===== src/design/fspc_regs.svh =====
// Purpose: Register offsets, field positions and timing counts for the
//          flash self-programming controller.
// Assumes: Included by bare name; definitions only.
// Notes:   Offsets are I/O-space addresses of the control register.
`ifndef FSPC_REGS_SVH
`define FSPC_REGS_SVH

// ----------------------------------------------------------------------
// Register map
// ----------------------------------------------------------------------
`define FSPC_CTRL_OFFSET     6'h37
`define FSPC_CTRL_RESET      8'h00

// ----------------------------------------------------------------------
// Control register fields
// ----------------------------------------------------------------------
`define FSPC_BIT_STORE_EN    0
`define FSPC_BIT_PAGE_ERASE  1
`define FSPC_BIT_PAGE_WRITE  2
`define FSPC_BIT_READ_FUSE   3
`define FSPC_BIT_CLEAR_BUF   4

// Accepted low five-bit command patterns
`define FSPC_CMD_CLEAR       5'h11
`define FSPC_CMD_READ_FUSE   5'h09
`define FSPC_CMD_WRITE       5'h05
`define FSPC_CMD_ERASE       5'h03
`define FSPC_CMD_LOAD        5'h01

// ----------------------------------------------------------------------
// Timing counts, in clock cycles
// ----------------------------------------------------------------------
`define FSPC_STORE_WINDOW    3'h4
`define FSPC_LOAD_WINDOW     3'h3

`endif


===== src/design/fspc_pkg.sv =====
// Purpose: Types shared by both ends of the flash self-programming link.
// Assumes: Nothing.
// Notes:   Constants live in fspc_regs.svh.
`default_nettype none

package fspc_pkg;

	// Armed command after a control-register write
	typedef enum logic [2:0] {
		FSPC_ARM_NONE,
		FSPC_ARM_LOAD,
		FSPC_ARM_ERASE,
		FSPC_ARM_WRITE,
		FSPC_ARM_FUSE
	} fspc_arm_e;

	// Host sequencing states
	typedef enum logic [2:0] {
		FSPC_H_IDLE,
		FSPC_H_CTRL,
		FSPC_H_ISSUE,
		FSPC_H_WAIT,
		FSPC_H_DONE
	} fspc_host_e;

endpackage : fspc_pkg

`default_nettype wire


===== src/design/fspc_if.sv =====
// Purpose: Link between the processor core and the self-programming block.
// Assumes: Single clock; all signals synchronous to it.
// Notes:   Strobes are one-cycle pulses; data and address stand with them.
`timescale 1ns/1ps
`default_nettype none

interface fspc_if #(
	parameter int ADDR_W = 16
);
	// Register access
	logic              io_wr;
	logic              io_rd;
	logic [5:0]        io_addr;
	logic [7:0]        io_wdata;
	logic [7:0]        io_rdata;
	// Program memory instructions
	logic              store_prog_mem_instr;
	logic              load_prog_mem_instr;
	logic [ADDR_W-1:0] z_pointer;
	logic [15:0]       write_data_pair;
	logic              fuse_valid;
	logic [7:0]        fuse_data;
	logic              core_stall;

	modport dev (
		input  io_wr, io_rd, io_addr, io_wdata,
		input  store_prog_mem_instr, load_prog_mem_instr,
		input  z_pointer, write_data_pair,
		output io_rdata, fuse_valid, fuse_data, core_stall
	);

	modport host (
		output io_wr, io_rd, io_addr, io_wdata,
		output store_prog_mem_instr, load_prog_mem_instr,
		output z_pointer, write_data_pair,
		input  io_rdata, fuse_valid, fuse_data, core_stall
	);
endinterface : fspc_if

`default_nettype wire


===== src/design/fspc_device.sv =====
// Purpose: Flash self-programming controller, device end.
// Assumes: Core presents store/load strobes for one cycle with pointer and
//          data; the flash macro answers each request with a done pulse.
`timescale 1ns/1ps
`default_nettype none
`include "fspc_regs.svh"

module fspc_device #(
	parameter int WORD_BITS = 5,
	parameter int PAGE_BITS = 6,
	parameter int ADDR_W    = 16
) (
	// Clock and reset
	input  wire logic                 clk_in,
	input  wire logic                 resetn_in,
	// Core link
	fspc_if.dev                       core,
	// EEPROM status
	input  wire logic                 eeprom_write_active_bit_in,
	// Fuse and lock sources
	input  wire logic [7:0]           fuse_bits_in,
	input  wire logic [7:0]           lock_bits_in,
	// Flash macro
	output logic                      flash_erase_req_out,
	output logic                      flash_write_req_out,
	output logic [PAGE_BITS-1:0]      flash_page_out,
	output logic [16*(1<<WORD_BITS)-1:0] flash_page_data_out,
	input  wire logic                 flash_done_in
);
	localparam int WORDS = 1 << WORD_BITS;

	// ------------------------------------------------------------------
	// Command decode
	// ------------------------------------------------------------------
	function automatic fspc_pkg::fspc_arm_e decode_cmd(input logic [4:0] c);
		case (c)
			`FSPC_CMD_LOAD:      decode_cmd = fspc_pkg::FSPC_ARM_LOAD;
			`FSPC_CMD_ERASE:     decode_cmd = fspc_pkg::FSPC_ARM_ERASE;
			`FSPC_CMD_WRITE:     decode_cmd = fspc_pkg::FSPC_ARM_WRITE;
			`FSPC_CMD_READ_FUSE: decode_cmd = fspc_pkg::FSPC_ARM_FUSE;
			default:             decode_cmd = fspc_pkg::FSPC_ARM_NONE;
		endcase
	endfunction

	fspc_pkg::fspc_arm_e arm;
	logic [2:0]          window;
	logic                busy;
	logic [15:0]         buf_word [WORDS];

	wire       ctrl_hit  = core.io_wr && core.io_addr == `FSPC_CTRL_OFFSET;
	wire [4:0] cmd_bits  = core.io_wdata[4:0];
	// Programming is locked out while the EEPROM is being written
	wire       ctrl_ok   = ctrl_hit && !busy
	                       && !eeprom_write_active_bit_in;
	wire       is_clear  = ctrl_ok && cmd_bits == `FSPC_CMD_CLEAR;
	wire fspc_pkg::fspc_arm_e new_arm = decode_cmd(cmd_bits);
	wire       armed     = arm != fspc_pkg::FSPC_ARM_NONE && !busy;
	wire       store_go  = armed && core.store_prog_mem_instr;
	wire       do_load   = store_go && arm == fspc_pkg::FSPC_ARM_LOAD;
	wire       do_erase  = store_go && arm == fspc_pkg::FSPC_ARM_ERASE;
	wire       do_write  = store_go && arm == fspc_pkg::FSPC_ARM_WRITE;
	// A fuse read during an EEPROM write is refused, not delayed: no
	// answer comes and the core has to issue it again
	wire       do_fuse   = arm == fspc_pkg::FSPC_ARM_FUSE
	                       && core.load_prog_mem_instr
	                       && window < `FSPC_LOAD_WINDOW
	                       && !eeprom_write_active_bit_in;
	// The fourth armed cycle without a store disarms: the page bits'
	// timeout and the enable's timeout are the same event
	wire window_end = armed && window == `FSPC_STORE_WINDOW - 3'h1;

	// ------------------------------------------------------------------
	// Pointer fields
	// ------------------------------------------------------------------
	// Word index drops the byte-select lsb
	wire [WORD_BITS-1:0] word_idx = core.z_pointer[WORD_BITS:1];
	// Page number sits above the word field; other bits ignored
	wire [PAGE_BITS-1:0] page_idx =
		core.z_pointer[WORD_BITS+PAGE_BITS:WORD_BITS+1];
	// Fuse or lock byte chosen by the pointer lsb
	wire [7:0] next_fuse = core.z_pointer[0] ? fuse_bits_in
	                                         : lock_bits_in;

	// ------------------------------------------------------------------
	// Buffer flush and control read-back
	// ------------------------------------------------------------------
	// EEPROM activity flushes on every cycle it lasts, so a load made
	// while it runs is lost as well; the buffer never holds a mix
	wire buf_flush = (busy && arm == fspc_pkg::FSPC_ARM_WRITE
	                  && flash_done_in)
	                 || is_clear
	                 || eeprom_write_active_bit_in;

	// Read-back: reserved bits zero, command bits from armed state
	wire [7:0] ctrl_view = {3'h0, 1'b0,
		arm == fspc_pkg::FSPC_ARM_FUSE,
		arm == fspc_pkg::FSPC_ARM_WRITE,
		arm == fspc_pkg::FSPC_ARM_ERASE,
		arm != fspc_pkg::FSPC_ARM_NONE};
	wire       rd_hit     = core.io_rd && core.io_addr == `FSPC_CTRL_OFFSET;
	// Stall rises with the store and falls with done
	wire       next_stall = do_erase || do_write
	                        || (busy && !flash_done_in);

	// ------------------------------------------------------------------
	// Arming window and operation sequencing
	// ------------------------------------------------------------------
	// While busy the armed command is frozen, so a control write cannot
	// change the page under a running erase or write
	always_ff @(posedge clk_in or negedge resetn_in) begin
		if (!resetn_in) begin
			arm    <= fspc_pkg::FSPC_ARM_NONE;
			window <= 3'h0;
			busy   <= 1'b0;
		end else if (busy) begin
			// Bits stay set until the flash reports completion
			if (flash_done_in) begin
				arm  <= fspc_pkg::FSPC_ARM_NONE;
				busy <= 1'b0;
			end
		end else if (ctrl_ok && new_arm != fspc_pkg::FSPC_ARM_NONE) begin
			arm    <= new_arm;
			window <= 3'h0;
		end else if (do_erase || do_write) begin
			busy <= 1'b1;
		end else if (store_go || do_fuse || window_end) begin
			arm    <= fspc_pkg::FSPC_ARM_NONE;
			window <= 3'h0;
		end else if (armed) begin
			window <= window + 3'h1;
		end
	end

	// ------------------------------------------------------------------
	// Temporary page buffer
	// ------------------------------------------------------------------
	// Erased flash reads all ones, so a word never loaded is written as
	// ffff and leaves that location erased
	genvar gi;
	generate
		for (gi = 0; gi < WORDS; gi++) begin : g_buf
			logic loaded;
			wire  load_hit = do_load && word_idx == WORD_BITS'(gi);
			always_ff @(posedge clk_in or negedge resetn_in) begin
				if (!resetn_in) begin
					loaded       <= 1'b0;
					buf_word[gi] <= 16'hffff;
				end else if (buf_flush) begin
					loaded       <= 1'b0;
					buf_word[gi] <= 16'hffff;
				end else if (load_hit && !loaded) begin
					// Any order; a second load before a clear is dropped,
					// so the first value stands
					loaded       <= 1'b1;
					buf_word[gi] <= core.write_data_pair;
				end
			end
			assign flash_page_data_out[16*gi +: 16] = buf_word[gi];
		end
	endgenerate

	// ------------------------------------------------------------------
	// Outputs to core and flash
	// ------------------------------------------------------------------
	always_ff @(posedge clk_in or negedge resetn_in) begin
		if (!resetn_in) begin
			core.io_rdata       <= 8'h00;
			core.fuse_valid     <= 1'b0;
			core.fuse_data      <= 8'h00;
			core.core_stall     <= 1'b0;
			flash_erase_req_out <= 1'b0;
			flash_write_req_out <= 1'b0;
			flash_page_out      <= '0;
		end else begin
			core.io_rdata   <= rd_hit ? ctrl_view : 8'h00;
			core.fuse_valid <= do_fuse;
			core.fuse_data  <= do_fuse ? next_fuse : 8'h00;
			core.core_stall <= next_stall;
			flash_erase_req_out <= do_erase;
			flash_write_req_out <= do_write;
			if (do_erase || do_write)
				flash_page_out <= page_idx;
		end
	end
endmodule : fspc_device

`default_nettype wire


===== src/flat_wrapper.sv =====
// flat-port wrapper written by rule: the top's interface ports become plain ports
module fspc_device_flat 
#(
	parameter int WORD_BITS = 5,
	parameter int PAGE_BITS = 6,
	parameter int ADDR_W    = 16
)
  (clk_in, resetn_in, eeprom_write_active_bit_in, fuse_bits_in, lock_bits_in, flash_erase_req_out, flash_write_req_out, flash_page_out, flash_page_data_out, flash_done_in, core_io_wr, core_io_rd, core_io_addr, core_io_wdata, core_store_prog_mem_instr, core_load_prog_mem_instr, core_z_pointer, core_write_data_pair, core_io_rdata, core_fuse_valid, core_fuse_data, core_core_stall);
  fspc_if #(.ADDR_W(ADDR_W)) core_i ();
  input  wire logic clk_in;
  input  wire logic resetn_in;
  input  wire logic eeprom_write_active_bit_in;
  input  wire logic [7:0] fuse_bits_in;
  input  wire logic [7:0] lock_bits_in;
  output logic flash_erase_req_out;
  output logic flash_write_req_out;
  output logic [PAGE_BITS-1:0] flash_page_out;
  output logic [16*(1<<WORD_BITS)-1:0] flash_page_data_out;
  input  wire logic flash_done_in;
  input wire logic [$bits(core_i.io_wr)-1:0] core_io_wr;
  input wire logic [$bits(core_i.io_rd)-1:0] core_io_rd;
  input wire logic [$bits(core_i.io_addr)-1:0] core_io_addr;
  input wire logic [$bits(core_i.io_wdata)-1:0] core_io_wdata;
  input wire logic [$bits(core_i.store_prog_mem_instr)-1:0] core_store_prog_mem_instr;
  input wire logic [$bits(core_i.load_prog_mem_instr)-1:0] core_load_prog_mem_instr;
  input wire logic [$bits(core_i.z_pointer)-1:0] core_z_pointer;
  input wire logic [$bits(core_i.write_data_pair)-1:0] core_write_data_pair;
  output wire logic [$bits(core_i.io_rdata)-1:0] core_io_rdata;
  output wire logic [$bits(core_i.fuse_valid)-1:0] core_fuse_valid;
  output wire logic [$bits(core_i.fuse_data)-1:0] core_fuse_data;
  output wire logic [$bits(core_i.core_stall)-1:0] core_core_stall;
  assign core_i.io_wr = core_io_wr;
  assign core_i.io_rd = core_io_rd;
  assign core_i.io_addr = core_io_addr;
  assign core_i.io_wdata = core_io_wdata;
  assign core_i.store_prog_mem_instr = core_store_prog_mem_instr;
  assign core_i.load_prog_mem_instr = core_load_prog_mem_instr;
  assign core_i.z_pointer = core_z_pointer;
  assign core_i.write_data_pair = core_write_data_pair;
  assign core_io_rdata = core_i.io_rdata;
  assign core_fuse_valid = core_i.fuse_valid;
  assign core_fuse_data = core_i.fuse_data;
  assign core_core_stall = core_i.core_stall;
  fspc_device #(.WORD_BITS(WORD_BITS), .PAGE_BITS(PAGE_BITS), .ADDR_W(ADDR_W)) u_core (.clk_in(clk_in), .resetn_in(resetn_in), .core(core_i), .eeprom_write_active_bit_in(eeprom_write_active_bit_in), .fuse_bits_in(fuse_bits_in), .lock_bits_in(lock_bits_in), .flash_erase_req_out(flash_erase_req_out), .flash_write_req_out(flash_write_req_out), .flash_page_out(flash_page_out), .flash_page_data_out(flash_page_data_out), .flash_done_in(flash_done_in));
endmodule

===== config.mk =====
export PLATFORM = sky130hd
export DESIGN_NAME = fspc_device_flat
export DESIGN_NICKNAME = d
export VERILOG_FILES = /design/src/design/fspc_pkg.sv /design/src/design/fspc_if.sv /design/src/design/fspc_device.sv /design/src/flat_wrapper.sv
export VERILOG_INCLUDE_DIRS = /design/src /design/src/design
export SDC_FILE = /design/constraint.sdc
export NUM_CORES = 1
export LEC_CHECK = 0
export BUFFER_PORTS_ARGS = -buffer_cell sky130_fd_sc_hd__buf_2
export CAP_MARGIN = 20
export CORE_MARGIN = 5
export CORE_UTILIZATION = 40
export CTS_CLUSTER_DIAMETER = 80
export DETAILED_ROUTE_END_ITERATION = 16
export PLACE_DENSITY = 0.65
export SLEW_MARGIN = 20
export SYNTH_ARGS = -nofsm -noshare
export SYNTH_HDL_FRONTEND = slang
export SYNTH_SLANG_ARGS = --single-unit

===== constraint.sdc =====
create_clock -name clk_in -period 2.15 [get_ports clk_in]
set_input_delay 0.3225 -clock clk_in [delete_from_list [all_inputs] [get_ports clk_in]]
set_output_delay 0.3225 -clock clk_in [all_outputs]
set_load 0.03 [all_outputs]

==> qor.yml, run 1 <==
run_status:
  status: "completed"
power_and_ir_drop:
  irDropWorstVdd_mv: 0.5762
  finalPower_mw: 22.76
  powerDensity_nw_per_um2: 718.9
  power_leakage_nw: 14.72
timing:
  post-route-min-period_ns: 2.103
  rsz0062_at_grt: "false"
  finalCritPeriodShare_pct: 97.83
  slew_headroom_pct: 50.35
  slew_violations: 0
  skew_ns: 0.02716
  fmax_mhz: 475.4
  finalHoldViolCount: 0
  tns_ns: 0
  tightest_slew_ns: 0.7432
  setup-violations-final: 0
worst_setup_path:
  worstPathMaxFanout: 16
  cp.required_ns: 2.68
  crit_buf_inv: 2
  reg2regPathDepth: 7
  path_delay_family: "simple AND/OR/NAND/NOR gates"
  max_stage_delay_ns: 0.48
  r2r_end: "u_core.flash_page_data_out[173]"
  cp_data_arrival_time_ns: 2.64
  critPathCaptureType: "flop"
  r2r_start: "u_core.busy"
  r2r_slack_ns: 0.05
  path_class: "reg2reg"
  worstPathCellList: "and4bb_2, buf_12, nand4b_1, or3_1, buf_12, nand2_1, nand3_1"
  slowest_stage: "or3_1"
  startpoint_type: "flop"
  crit_top_cell: "buf_12"
global_routing:
  grt-ovfl-total: 0
  grt_max_degree: 88
  grt_pass1_wl_um: 134400
  grt_pass1_vias: 20680
  grt.total_usage_pct: 26.26
  antenna_found_initial: 4
place:
  hpwl_um: 60160
  portBuffers: 596
  gp_congestion: 0.8341
detailed_routing:
  ant_nets: 0
  drt_iter0_drc: 1580
  wl_um: 89100
  drc: 0
  via_count: 21110
  drt-pass1-iter-count: 5
  via_per_inst: 5.241
  wl_per_cell_um: 22.12
synth:
  yosys.area.top_type: "dfstp_2"
  synth_edf_count: 0
  synth.area.top_cells: "dfstp_2 56%, nand2_1 16%, nand3_1 10%, dfrtp_1 6.3%, clkbuf_1 2.1%"
  syn_avg_cell_area_um2: 9.417
  synth_seq_cells: 573
  ys_warn_count: 0
  synth_flop_cell: "dfstp_2"
  synth_area_um2: 24100
  ys_seq_area_share_pct: 62.16
  synth_top_area_share_pct: 55.83
  synth_cell_type_count: 53
  synth_cells: 2559
  ys_async_sr_fraction_pct: 100.0
die:
  io_pins: 608
  chipWidth_um: 255.4
  dieArea_um2: 65250
  die_h_um: 255.4
  core_um2: 60020
  initial_core_util_pct: 40.15
  row_count: 90
flow_run:
  cap_violations: 0
layout:
  fin_nets: 3265
  area_delta_synth_final_pct: 31.38
  drive_gt1_share_pct: 44.16
  fillerInstances: 5455
  multiInputGateArea_um2: 8163
  fin_util_pct: 52.75
  seqCellArea_um2: 14980
hold_path:
  hold_end: "u_core.core.io_rdata[2]"
  min_path_type: "in2reg"
  min_from: "core_io_rd"
  holdPathStages: 4
clock_tree:
  cts_made_buffers: 61
  clk_pin_slew_ns: 0.06
  clkLatencyLatePin_ns: 0.63
  ctsRootBufferMaster: "clkbuf_16"
  cts_tree: "yes"
  cts_buffer_depth: 3
  cts_max_level: 2
  numClockSinks: 573
==> per-layer routing <==
metal | share of wire, % | vias to the layer above | track usage (%)
met2 | 47 | 910 | 41.51
met3 | 8.3 | 191 | 6.951
met5 | 0.015 | - | 0
met1 | 41 | 10440 | 34.88
li1 | - | 9567 | -
met4 | 4.2 | 2 | 10.20
==> synthesized netlist by cell type (2+ instances only) <==
library cell  number
a211oi_1           3
a21o_1             2
a21oi_1           29
a22oi_1            2
and2_1             3
and3_1             2
and3b_1            3
buf_1             10
buf_2             67
buf_4              5
buf_6              6
clkbuf_1         134
dfrtp_1           61
dfstp_2          512
ha_1               2
inv_1              5
mux2_2             7
mux2i_1           25
nand2_1         1013
nand2b_1           2
nand3_1          498
nand3_2            2
nand4_4            2
nand4b_1           4
nor2_1            52
nor2b_1            7
nor3_1             9
nor3_2            25
nor3_4             4
nor4b_1            2
o21a_1             5
or2_2              3
or3_1             33
==> how the worst max path moves through the flow <==
stage	start	endpoint	slack (ns)	depth (start not counted)
finish	u_core.busy	u_core.flash_page_data_out[173]	0.05	7
global placement	core_store_prog_mem_instr	u_core.flash_page_data_out[272]	0.04	8
global route	u_core.busy	u_core.flash_page_data_out[132]	0.008	8
detailed placement	core_store_prog_mem_instr	u_core.flash_page_data_out[407]	0.005	8
floorplan	u_core.arm[2]	u_core.flash_page_data_out[261]	0.13	10
CTS	u_core.arm[1]	u_core.flash_page_data_out[232]	0.02	6
==> where the power goes <==
group | internal, mW | switching [mW] | total [mW]
combinational | 0.352 | 0.898 | 1.25
clock | 6.14 | 4.49 | 10.6
sequential | 10.9 | 0.0239 | 10.9
==> cells by family (layout without fill, tap and decap cells) <==
logic type	after synthesis	after routing	synth area share, %
buf+inv	227	908	4.149
flops	573	573	62.16
mux	32	32	1.366
fa+ha+maj	3	3	0.1454
xor+xnor	1	1	0.03635
compound gates	47	47	1.225
simple gates	1675	1675	30.90
other cells	1	8	0.01556
==> worst reg2reg max path, delay by kind of cell (launching register included) <==
family	cells	cell delay [ns]
and+or+nand+nor	5	1.26
DFF	1	0.40
buffers and inverters	2	0.35
==> final cells by class <==
type / instances / share of cell area [%]
flip-flops and latches: 573 / 47.32
multi-input cells: 1762 / 25.78
repair buffers: 790 / 17.32
clock buffers: 96 / 5.841
well taps: 782 / 3.091
clock inverters: 17 / 0.5572
inverters: 5 / 0.05928
diodes: 4 / 0.03162
==> repair_timing <==
item | CTS | global route
resized for setup | 0 | 6
endpoints found under the hold margin | 61 | 0
gates cloned | 0 | 2
pin swaps | 0 | 1
setup buffers | 1 | 6
hold buffers | 26 | 0
endpoints found under the setup margin | 3 | 263
==> cell usage in the layout, fill, tap and decap left out, types with 7 or more instances in the layout <==
cell,count
mux2_2,7
mux2i_1,25
dfrtp_1,60
or3_1,32
clkinv_2,7
buf_2,595
dfstp_2,512
buf_4,90
nor2_1,52
nor3_2,28
clkbuf_1,17
buf_12,74
clkbuf_8,17
a21oi_1,29
dlygate4sd3_1,26
nand3_1,498
nand2_1,1013
clkbuf_16,64
==> flip-flops by register name, indices dropped and copies added, names as in the netlist <==
register / count
u_core.g_buf.loaded: 32
u_core.core.fuse_data: 8
u_core.core.io_rdata: 4
u_core.arm: 3
u_core.flash_erase_req_out: 1
u_core.core.fuse_valid: 1
u_core.flash_page_data_out: 512
u_core.busy: 1
u_core.flash_write_req_out: 1
u_core.flash_page_out: 6
u_core.window: 3
u_core.core.core_stall: 1
==> through the flow <==
step                      hold slack, ns  setup WS [ns]  std cells  cell area, um^2
after floorplan                  0.02691         0.1316       2562            24110
after global placement            0.4684        0.04234       3877            29230
after detailed placement          0.4733       0.005392       3877            29230
after CTS                        0.04139        0.01862       4017            31530
after global routing             0.07276       0.008493       4025            31650
final                            0.07481        0.04666       4029            31660
Note: power is estimated with default switching activity, not from simulation.
==> inputs of run 2 (changes only) <==
--- a/config.mk
+++ b/config.mk
@@ -9,10 +9,10 @@
 export BUFFER_PORTS_ARGS = -buffer_cell sky130_fd_sc_hd__buf_2
 export CAP_MARGIN = 20
 export CORE_MARGIN = 5
-export CORE_UTILIZATION = 40
+export CORE_UTILIZATION = 48
 export CTS_CLUSTER_DIAMETER = 80
 export DETAILED_ROUTE_END_ITERATION = 16
-export PLACE_DENSITY = 0.65
+export PLACE_DENSITY = 0.76
 export SLEW_MARGIN = 20
 export SYNTH_ARGS = -nofsm -noshare
 export SYNTH_HDL_FRONTEND = slang
==> run 2 against run 1 <==
  * Sequential share of layout area rose by 0.76 points
  * Count of clock-buffer cells in the layout decreased by 10
  * Final area down 1.6%
  * Utilization is 9.7 points higher
  * Die area fell by 16%
  * Combinational power shrank 3%
  * Critical path depth shrank 1
  * Worst hold slack got worse by 0.033 ns
  * Power down 1.9%
  * Sequential cell count unchanged
  * Clock power decreased by 4%
  * Critical path type unchanged
  * Largest cell class unchanged
==> qor.yml, run 2 (synthesized netlist as in run 1, its figures left out) <==
layout:
  final_cell_mix: "1,013 x nand2_1, 595 x buf_2, 512 x dfstp_2"
  fillerInstances: 3977
  fin_nets: 3238
  drive_gt1_share_pct: 43.80
  final_cells: 3885
  final_common_cell: "nand2_1"
  fin_util_pct: 62.49
  area_delta_synth_final_pct: 29.30
  stdcell_area_um2: 31160
  largest_reg_flops: 512
hold_path:
  min_path_type: "in2reg"
global_routing:
  grt-ovfl-total: 0
  grt_pass1_vias: 21360
  grt_max_degree: 101
  grt.total_usage_pct: 30.40
  grt_pass1_wl_um: 128500
  antenna_found_initial: 3
place:
  place_inst: 3749
  portBuffers: 596
  hpwl_um: 57900
  placed_cell_area_um2: 28840
  gp_congestion: 0.8847
worst_setup_path:
  cp_data_arrival_time_ns: 2.59
  startpoint_type: "flop"
  path_class: "reg2reg"
  critPathCaptureType: "flop"
  worstPathMaxFanout: 47
  cp.required_ns: 2.66
timing:
  fin_hold_ws_ns: 0.04145
  finalHoldViolCount: 0
  setup-violations-final: 0
  skew_ns: 0.02083
  slew_headroom_pct: 45.64
  rsz0062_at_grt: "false"
  slew_violations: 0
  tns_ns: 0
  tightest_slew_ns: 0.8154
  fmax_mhz: 480.9
  post-route-min-period_ns: 2.079
  finalCritPeriodShare_pct: 96.71
clock_tree:
  cts_made_buffers: 58
  clkLatencyLatePin_ns: 0.61
  cts_tree: "yes"
  cts_buffer_depth: 3
  numClockSinks: 573
  clk_pin_slew_ns: 0.06
  cts_max_level: 2
  ctsRootBufferMaster: "clkbuf_16"
die:
  die_h_um: 234.1
  row_count: 82
  initial_core_util_pct: 48.33
  dieArea_um2: 54780
  core_um2: 49860
  io_pins: 608
  chipWidth_um: 234.1
power_and_ir_drop:
  power_leakage_nw: 14.52
  irDropWorstVdd_mv: 0.6640
  powerDensity_nw_per_um2: 716.5
detailed_routing:
  wl_per_cell_um: 22.46
  via_count: 21900
  drt-pass1-iter-count: 8
  ant_nets: 0
  wl_um: 87240
  drc: 0
  via_per_inst: 5.637
  drt_iter0_drc: 2120
flow_run:
  cap_violations: 0
run_status:
  status: "completed"
==> run 2: changes by cell type in the layout (fill, tap and decap cells not counted), sizes merged <==
| cell | before | now |
|---|---|---|
| buf | 762 | 740 |
| clkbuf | 98 | 88 |
| clkinvlp | 1 | 5 |
| diode | 4 | 1 |
| dlygate4sd3 | 26 | 23 |
| clkinv | 10 | 9 |
| or3 | 33 | 34 |
==> run 2: per-stage QoR <==
step                      setup slack [ns]  power (mW)
final                              0.07073       22.32
after global routing              0.007961       22.98
after CTS                         0.009015       22.42
after detailed placement           0.01462       12.17
after global placement             0.06131       12.14
after floorplan                     0.1316       11.46
==> run 2: critical path, cell delays in order (launching register included) <==
cell and delay [ns]:
dfrtp_1 0.46, buf_4 0.20, and3b_1 0.22, a221oi_4 0.40
buf_12 0.28, buf_12 0.25, nand3_1 0.14
==> run 2: power breakdown <==
group / internal [mW] / switching, mW / total [mW]
sequential: 10.9 / 0.0213 / 10.9
combinational: 0.333 / 0.878 / 1.21
clock: 5.88 / 4.36 / 10.2
==> run 2: area by class of cell <==
| class | instances | area, um^2 | share of cell area, % |
|---|---|---|---|
| well taps | 672 | 840.8 | 2.699 |
| repair buffers | 765 | 5184 | 16.64 |
| flip-flops and latches | 573 | 14980 | 48.08 |
| clock buffers | 86 | 1743 | 5.594 |
| clock inverters | 20 | 196.4 | 0.6305 |
| diodes | 1 | 2.502 | 0.008031 |
| multi-input cells | 1763 | 8193 | 26.30 |
| inverters | 5 | 18.77 | 0.06024 |
==> run 2: path summary, 6_finish.rpt <==
path                            slack, ns                         endpoint  cells past startpoint                       startpoint
worst min register to register       0.48  u_core.flash_page_data_out[472]                      2  u_core.flash_page_data_out[472]
worst min-delay path                 0.04         u_core.core.fuse_data[0]                      3                  lock_bits_in[0]
worst max-delay path                 0.07  u_core.flash_page_data_out[421]                      6                    u_core.arm[1]
worst max register to register       0.07  u_core.flash_page_data_out[421]                      6                    u_core.arm[1]
min in group asynchronous            0.24         u_core.core.fuse_data[0]                      2                        resetn_in
max in group asynchronous            1.00  u_core.flash_page_data_out[158]                      4                        resetn_in
==> run 2: metal layers <==
layer	vias up	wire length [um]	GRT usage, %
met5	-	27	0
met4	4	4653	14.41
met3	287	9303	6.417
met2	1422	41170	49.23
met1	10690	32080	39.33
li1	9501	-	-
==> run 2: repair_timing <==
item / CTS / global route
hold buffers: 23 / 0
setup buffers: 0 / 4
endpoints found under the hold margin: 51 / 0
resized for setup: 0 / 14
setup endpoints to repair: 0 / 167
==> inputs of run 3 (changes only) <==
--- a/config.mk
+++ b/config.mk
@@ -8,11 +8,12 @@
 export LEC_CHECK = 0
 export BUFFER_PORTS_ARGS = -buffer_cell sky130_fd_sc_hd__buf_2
 export CAP_MARGIN = 20
-export CORE_MARGIN = 5
-export CORE_UTILIZATION = 48
+export CORE_AREA = 5 5 233 235
+export CTS_BUF_LIST = sky130_fd_sc_hd__clkbuf_4 sky130_fd_sc_hd__clkbuf_8
 export CTS_CLUSTER_DIAMETER = 80
 export DETAILED_ROUTE_END_ITERATION = 16
-export PLACE_DENSITY = 0.76
+export DIE_AREA = 0 0 238 240
+export PLACE_DENSITY = 0.74
 export SLEW_MARGIN = 20
 export SYNTH_ARGS = -nofsm -noshare
 export SYNTH_HDL_FRONTEND = slang
==> run 3 against run 2 <==
  * Worst hold slack better by 0.0073 ns
  * Combinational power hardly changed
  * Clock skew increased by 0.028 ns
  * Via count rose by 0.33%
  * Global-route usage fell by 0.41 points
  * Count of clock-buffer cells in the layout grew 68
  * Critical path depth is 1 higher
  * Highest routed layer is now met4
==> qor.yml, run 3 (synthesized netlist as in run 1, its figures left out) <==
detailed_routing:
  wl_per_cell_um: 22.33
  drt-pass1-iter-count: 6
  via_per_inst: 5.529
  drt_iter0_drc: 2072
  ant_nets: 0
  via_count: 21970
  drc: 0
  wl_um: 88750
die:
  chipWidth_um: 238
  die_h_um: 240
  initial_core_util_pct: 46.32
  dieArea_um2: 57120
  core_um2: 52020
  row_count: 84
  io_pins: 608
timing:
  finalHoldViolCount: 0
  fin_ws_ns: 0.02420
  slew_violations: 0
  slew_headroom_pct: 49.44
  tightest_slew_ns: 0.7569
  tns_ns: 0
  finalCritPeriodShare_pct: 98.87
  post-route-min-period_ns: 2.126
  skew_ns: 0.04841
  rsz0062_at_grt: "true"
  fmax_mhz: 470.4
  setup-violations-final: 0
worst_setup_path:
  worstPathMaxFanout: 8
  startpoint_type: "flop"
  critPathCaptureType: "flop"
  cp.required_ns: 2.72
  endpoint: "u_core.flash_page_data_out[167]"
  r2r_slack_ns: 0.02
  reg2regPathDepth: 7
  max_stage_delay_ns: 0.52
  crit_start: "u_core.busy"
  cp_data_arrival_time_ns: 2.70
  r2r_start: "u_core.busy"
  path_class: "reg2reg"
  r2r_end: "u_core.flash_page_data_out[167]"
  slowest_stage: "or3_4"
  worstPathCellList: "and4bb_4, buf_12, nand4b_1, or3_4, clkbuf_16, nand2_4, nand3_1"
layout:
  final_common_cell: "nand2_1"
  largest_reg_flops: 512
  final_cell_mix: "1,003 x nand2_1, 595 x buf_2, 512 x dfstp_2"
  fin_util_pct: 60.22
  multiInputGateArea_um2: 8264
  fillerInstances: 4255
  fin_nets: 3285
  drive_gt1_share_pct: 45.88
  area_delta_synth_final_pct: 30.01
  seqCellArea_um2: 14980
hold_path:
  min_path_type: "in2async"
clock_tree:
  cts_tree: "yes"
  ctsRootBufferMaster: "clkbuf_8"
  cts_max_level: 3
  clk_pin_slew_ns: 0.07
  numClockSinks: 573
  cts_buffer_depth: 3
  clkLatencyLatePin_ns: 0.69
  cts_made_buffers: 94
power_and_ir_drop:
  sw_frac_of_total_pct: 24.19
  clkPwrFrac_pct: 45.3
  power_leakage_nw: 14.66
  powerDensity_nw_per_um2: 706.1
  p_seq_share_pct: 49.2
  irDropWorstVdd_mv: 0.5480
  comb_power_share_pct: 5.4
  p_sw_mw: 5.351
  internal_power_mw: 16.77
global_routing:
  grt-ovfl-total: 0
  grt_util_met1_pct: 39.08
  grt-busiest-layer: "met2"
  grt_util_met3_pct: 6.768
  grt_pass1_vias: 21860
  grt_max_degree: 80
  grt_pass1_wl_um: 132500
  grt.total_usage_pct: 29.99
  met2_usage_pct: 47.88
  antenna_found_initial: 1
place:
  hpwl_um: 59490
  gp_congestion: 0.8883
  portBuffers: 596
  dp_slack_ns: -0.02414
flow_run:
  cap_violations: 0
run_status:
  status: "completed"
==> run 3: cell types whose count changed in the layout (fill, tap and decap cells not counted), sizes merged <==
| cell | before | now |
|---|---|---|
| dlygate4sd3 | 23 | 27 |
| inv | 9 | 7 |
| bufinv | 2 | 1 |
| clkinv | 9 | 8 |
| buf | 740 | 748 |
| clkbuf | 88 | 156 |
| or3 | 34 | 33 |
| clkinvlp | 5 | 3 |
==> run 3: worst min path at each step <==
stage / start / end / slack, ns / cells past startpoint
after CTS: resetn_in / u_core.flash_page_data_out[464] / 0.004 / 1
after global routing: resetn_in / u_core.flash_page_data_out[398] / 0.06 / 1
after floorplan: resetn_in / u_core.arm[0] / 0.03 / 0
final: resetn_in / u_core.flash_page_data_out[464] / 0.05 / 1
after detailed placement: u_core.flash_page_data_out[184] / u_core.flash_page_data_out[184] / 0.47 / 2
after global placement: u_core.flash_page_data_out[96] / u_core.flash_page_data_out[96] / 0.47 / 2
==> run 3: power by group through the flow <==
stage          combinational (mW)  sequential [mW]  clock (mW)
2_1_floorplan               0.395             11.1           0
3_3_place_gp                 1.12             11.0           0
3_5_place_dp                 1.14             11.0           0
4_1_cts                      1.19             10.9        10.2
5_1_grt                      1.29             10.9        10.7
6_report                     1.21             10.9        10.0
==> run 3: final cells by class <==
type | instances | share of cell area, %
repair buffers | 777 | 16.63
diodes | 1 | 0.007988
well taps | 688 | 2.748
flip-flops and latches | 573 | 47.82
multi-input cells | 1762 | 26.38
inverters | 5 | 0.05991
clock buffers | 154 | 5.927
clock inverters | 14 | 0.4313
==> run 3: worst max-delay path: cells and delay by family, from the launching register on <==
family	cells	cell delay, ns
AND/OR/NAND/NOR	5	1.28
flip-flops	1	0.41
buffers and inverters	2	0.34
==> run 3: routing by layer <==
metal	up-vias	share of wire [%]
li1	9600	-
met1	10830	38
met2	1286	47
met3	258	9.9
met4	0	5.0
met5	-	0
==> run 3: stage by stage <==
stage	instance area (um^2)	total power [mW]	cells	hold slack [ns]
global route	31330	22.91	3973	0.05910
detailed placement	28800	12.18	3769	0.4738
global placement	28800	12.15	3769	0.4684
floorplan	24110	11.46	2562	0.02691
finish	31330	22.12	3974	0.04878
CTS	31080	22.27	3966	0.004127
==> run 3: repair_timing <==
item                                    4_1_cts  5_1_grt
endpoints found under the setup margin       29      290
hold buffers                                 27        0
hold endpoints to repair                     22        0
resized for setup                             2       37
setup buffers                                 2        5
pin swaps                                     1        4
cloned                                        0        2
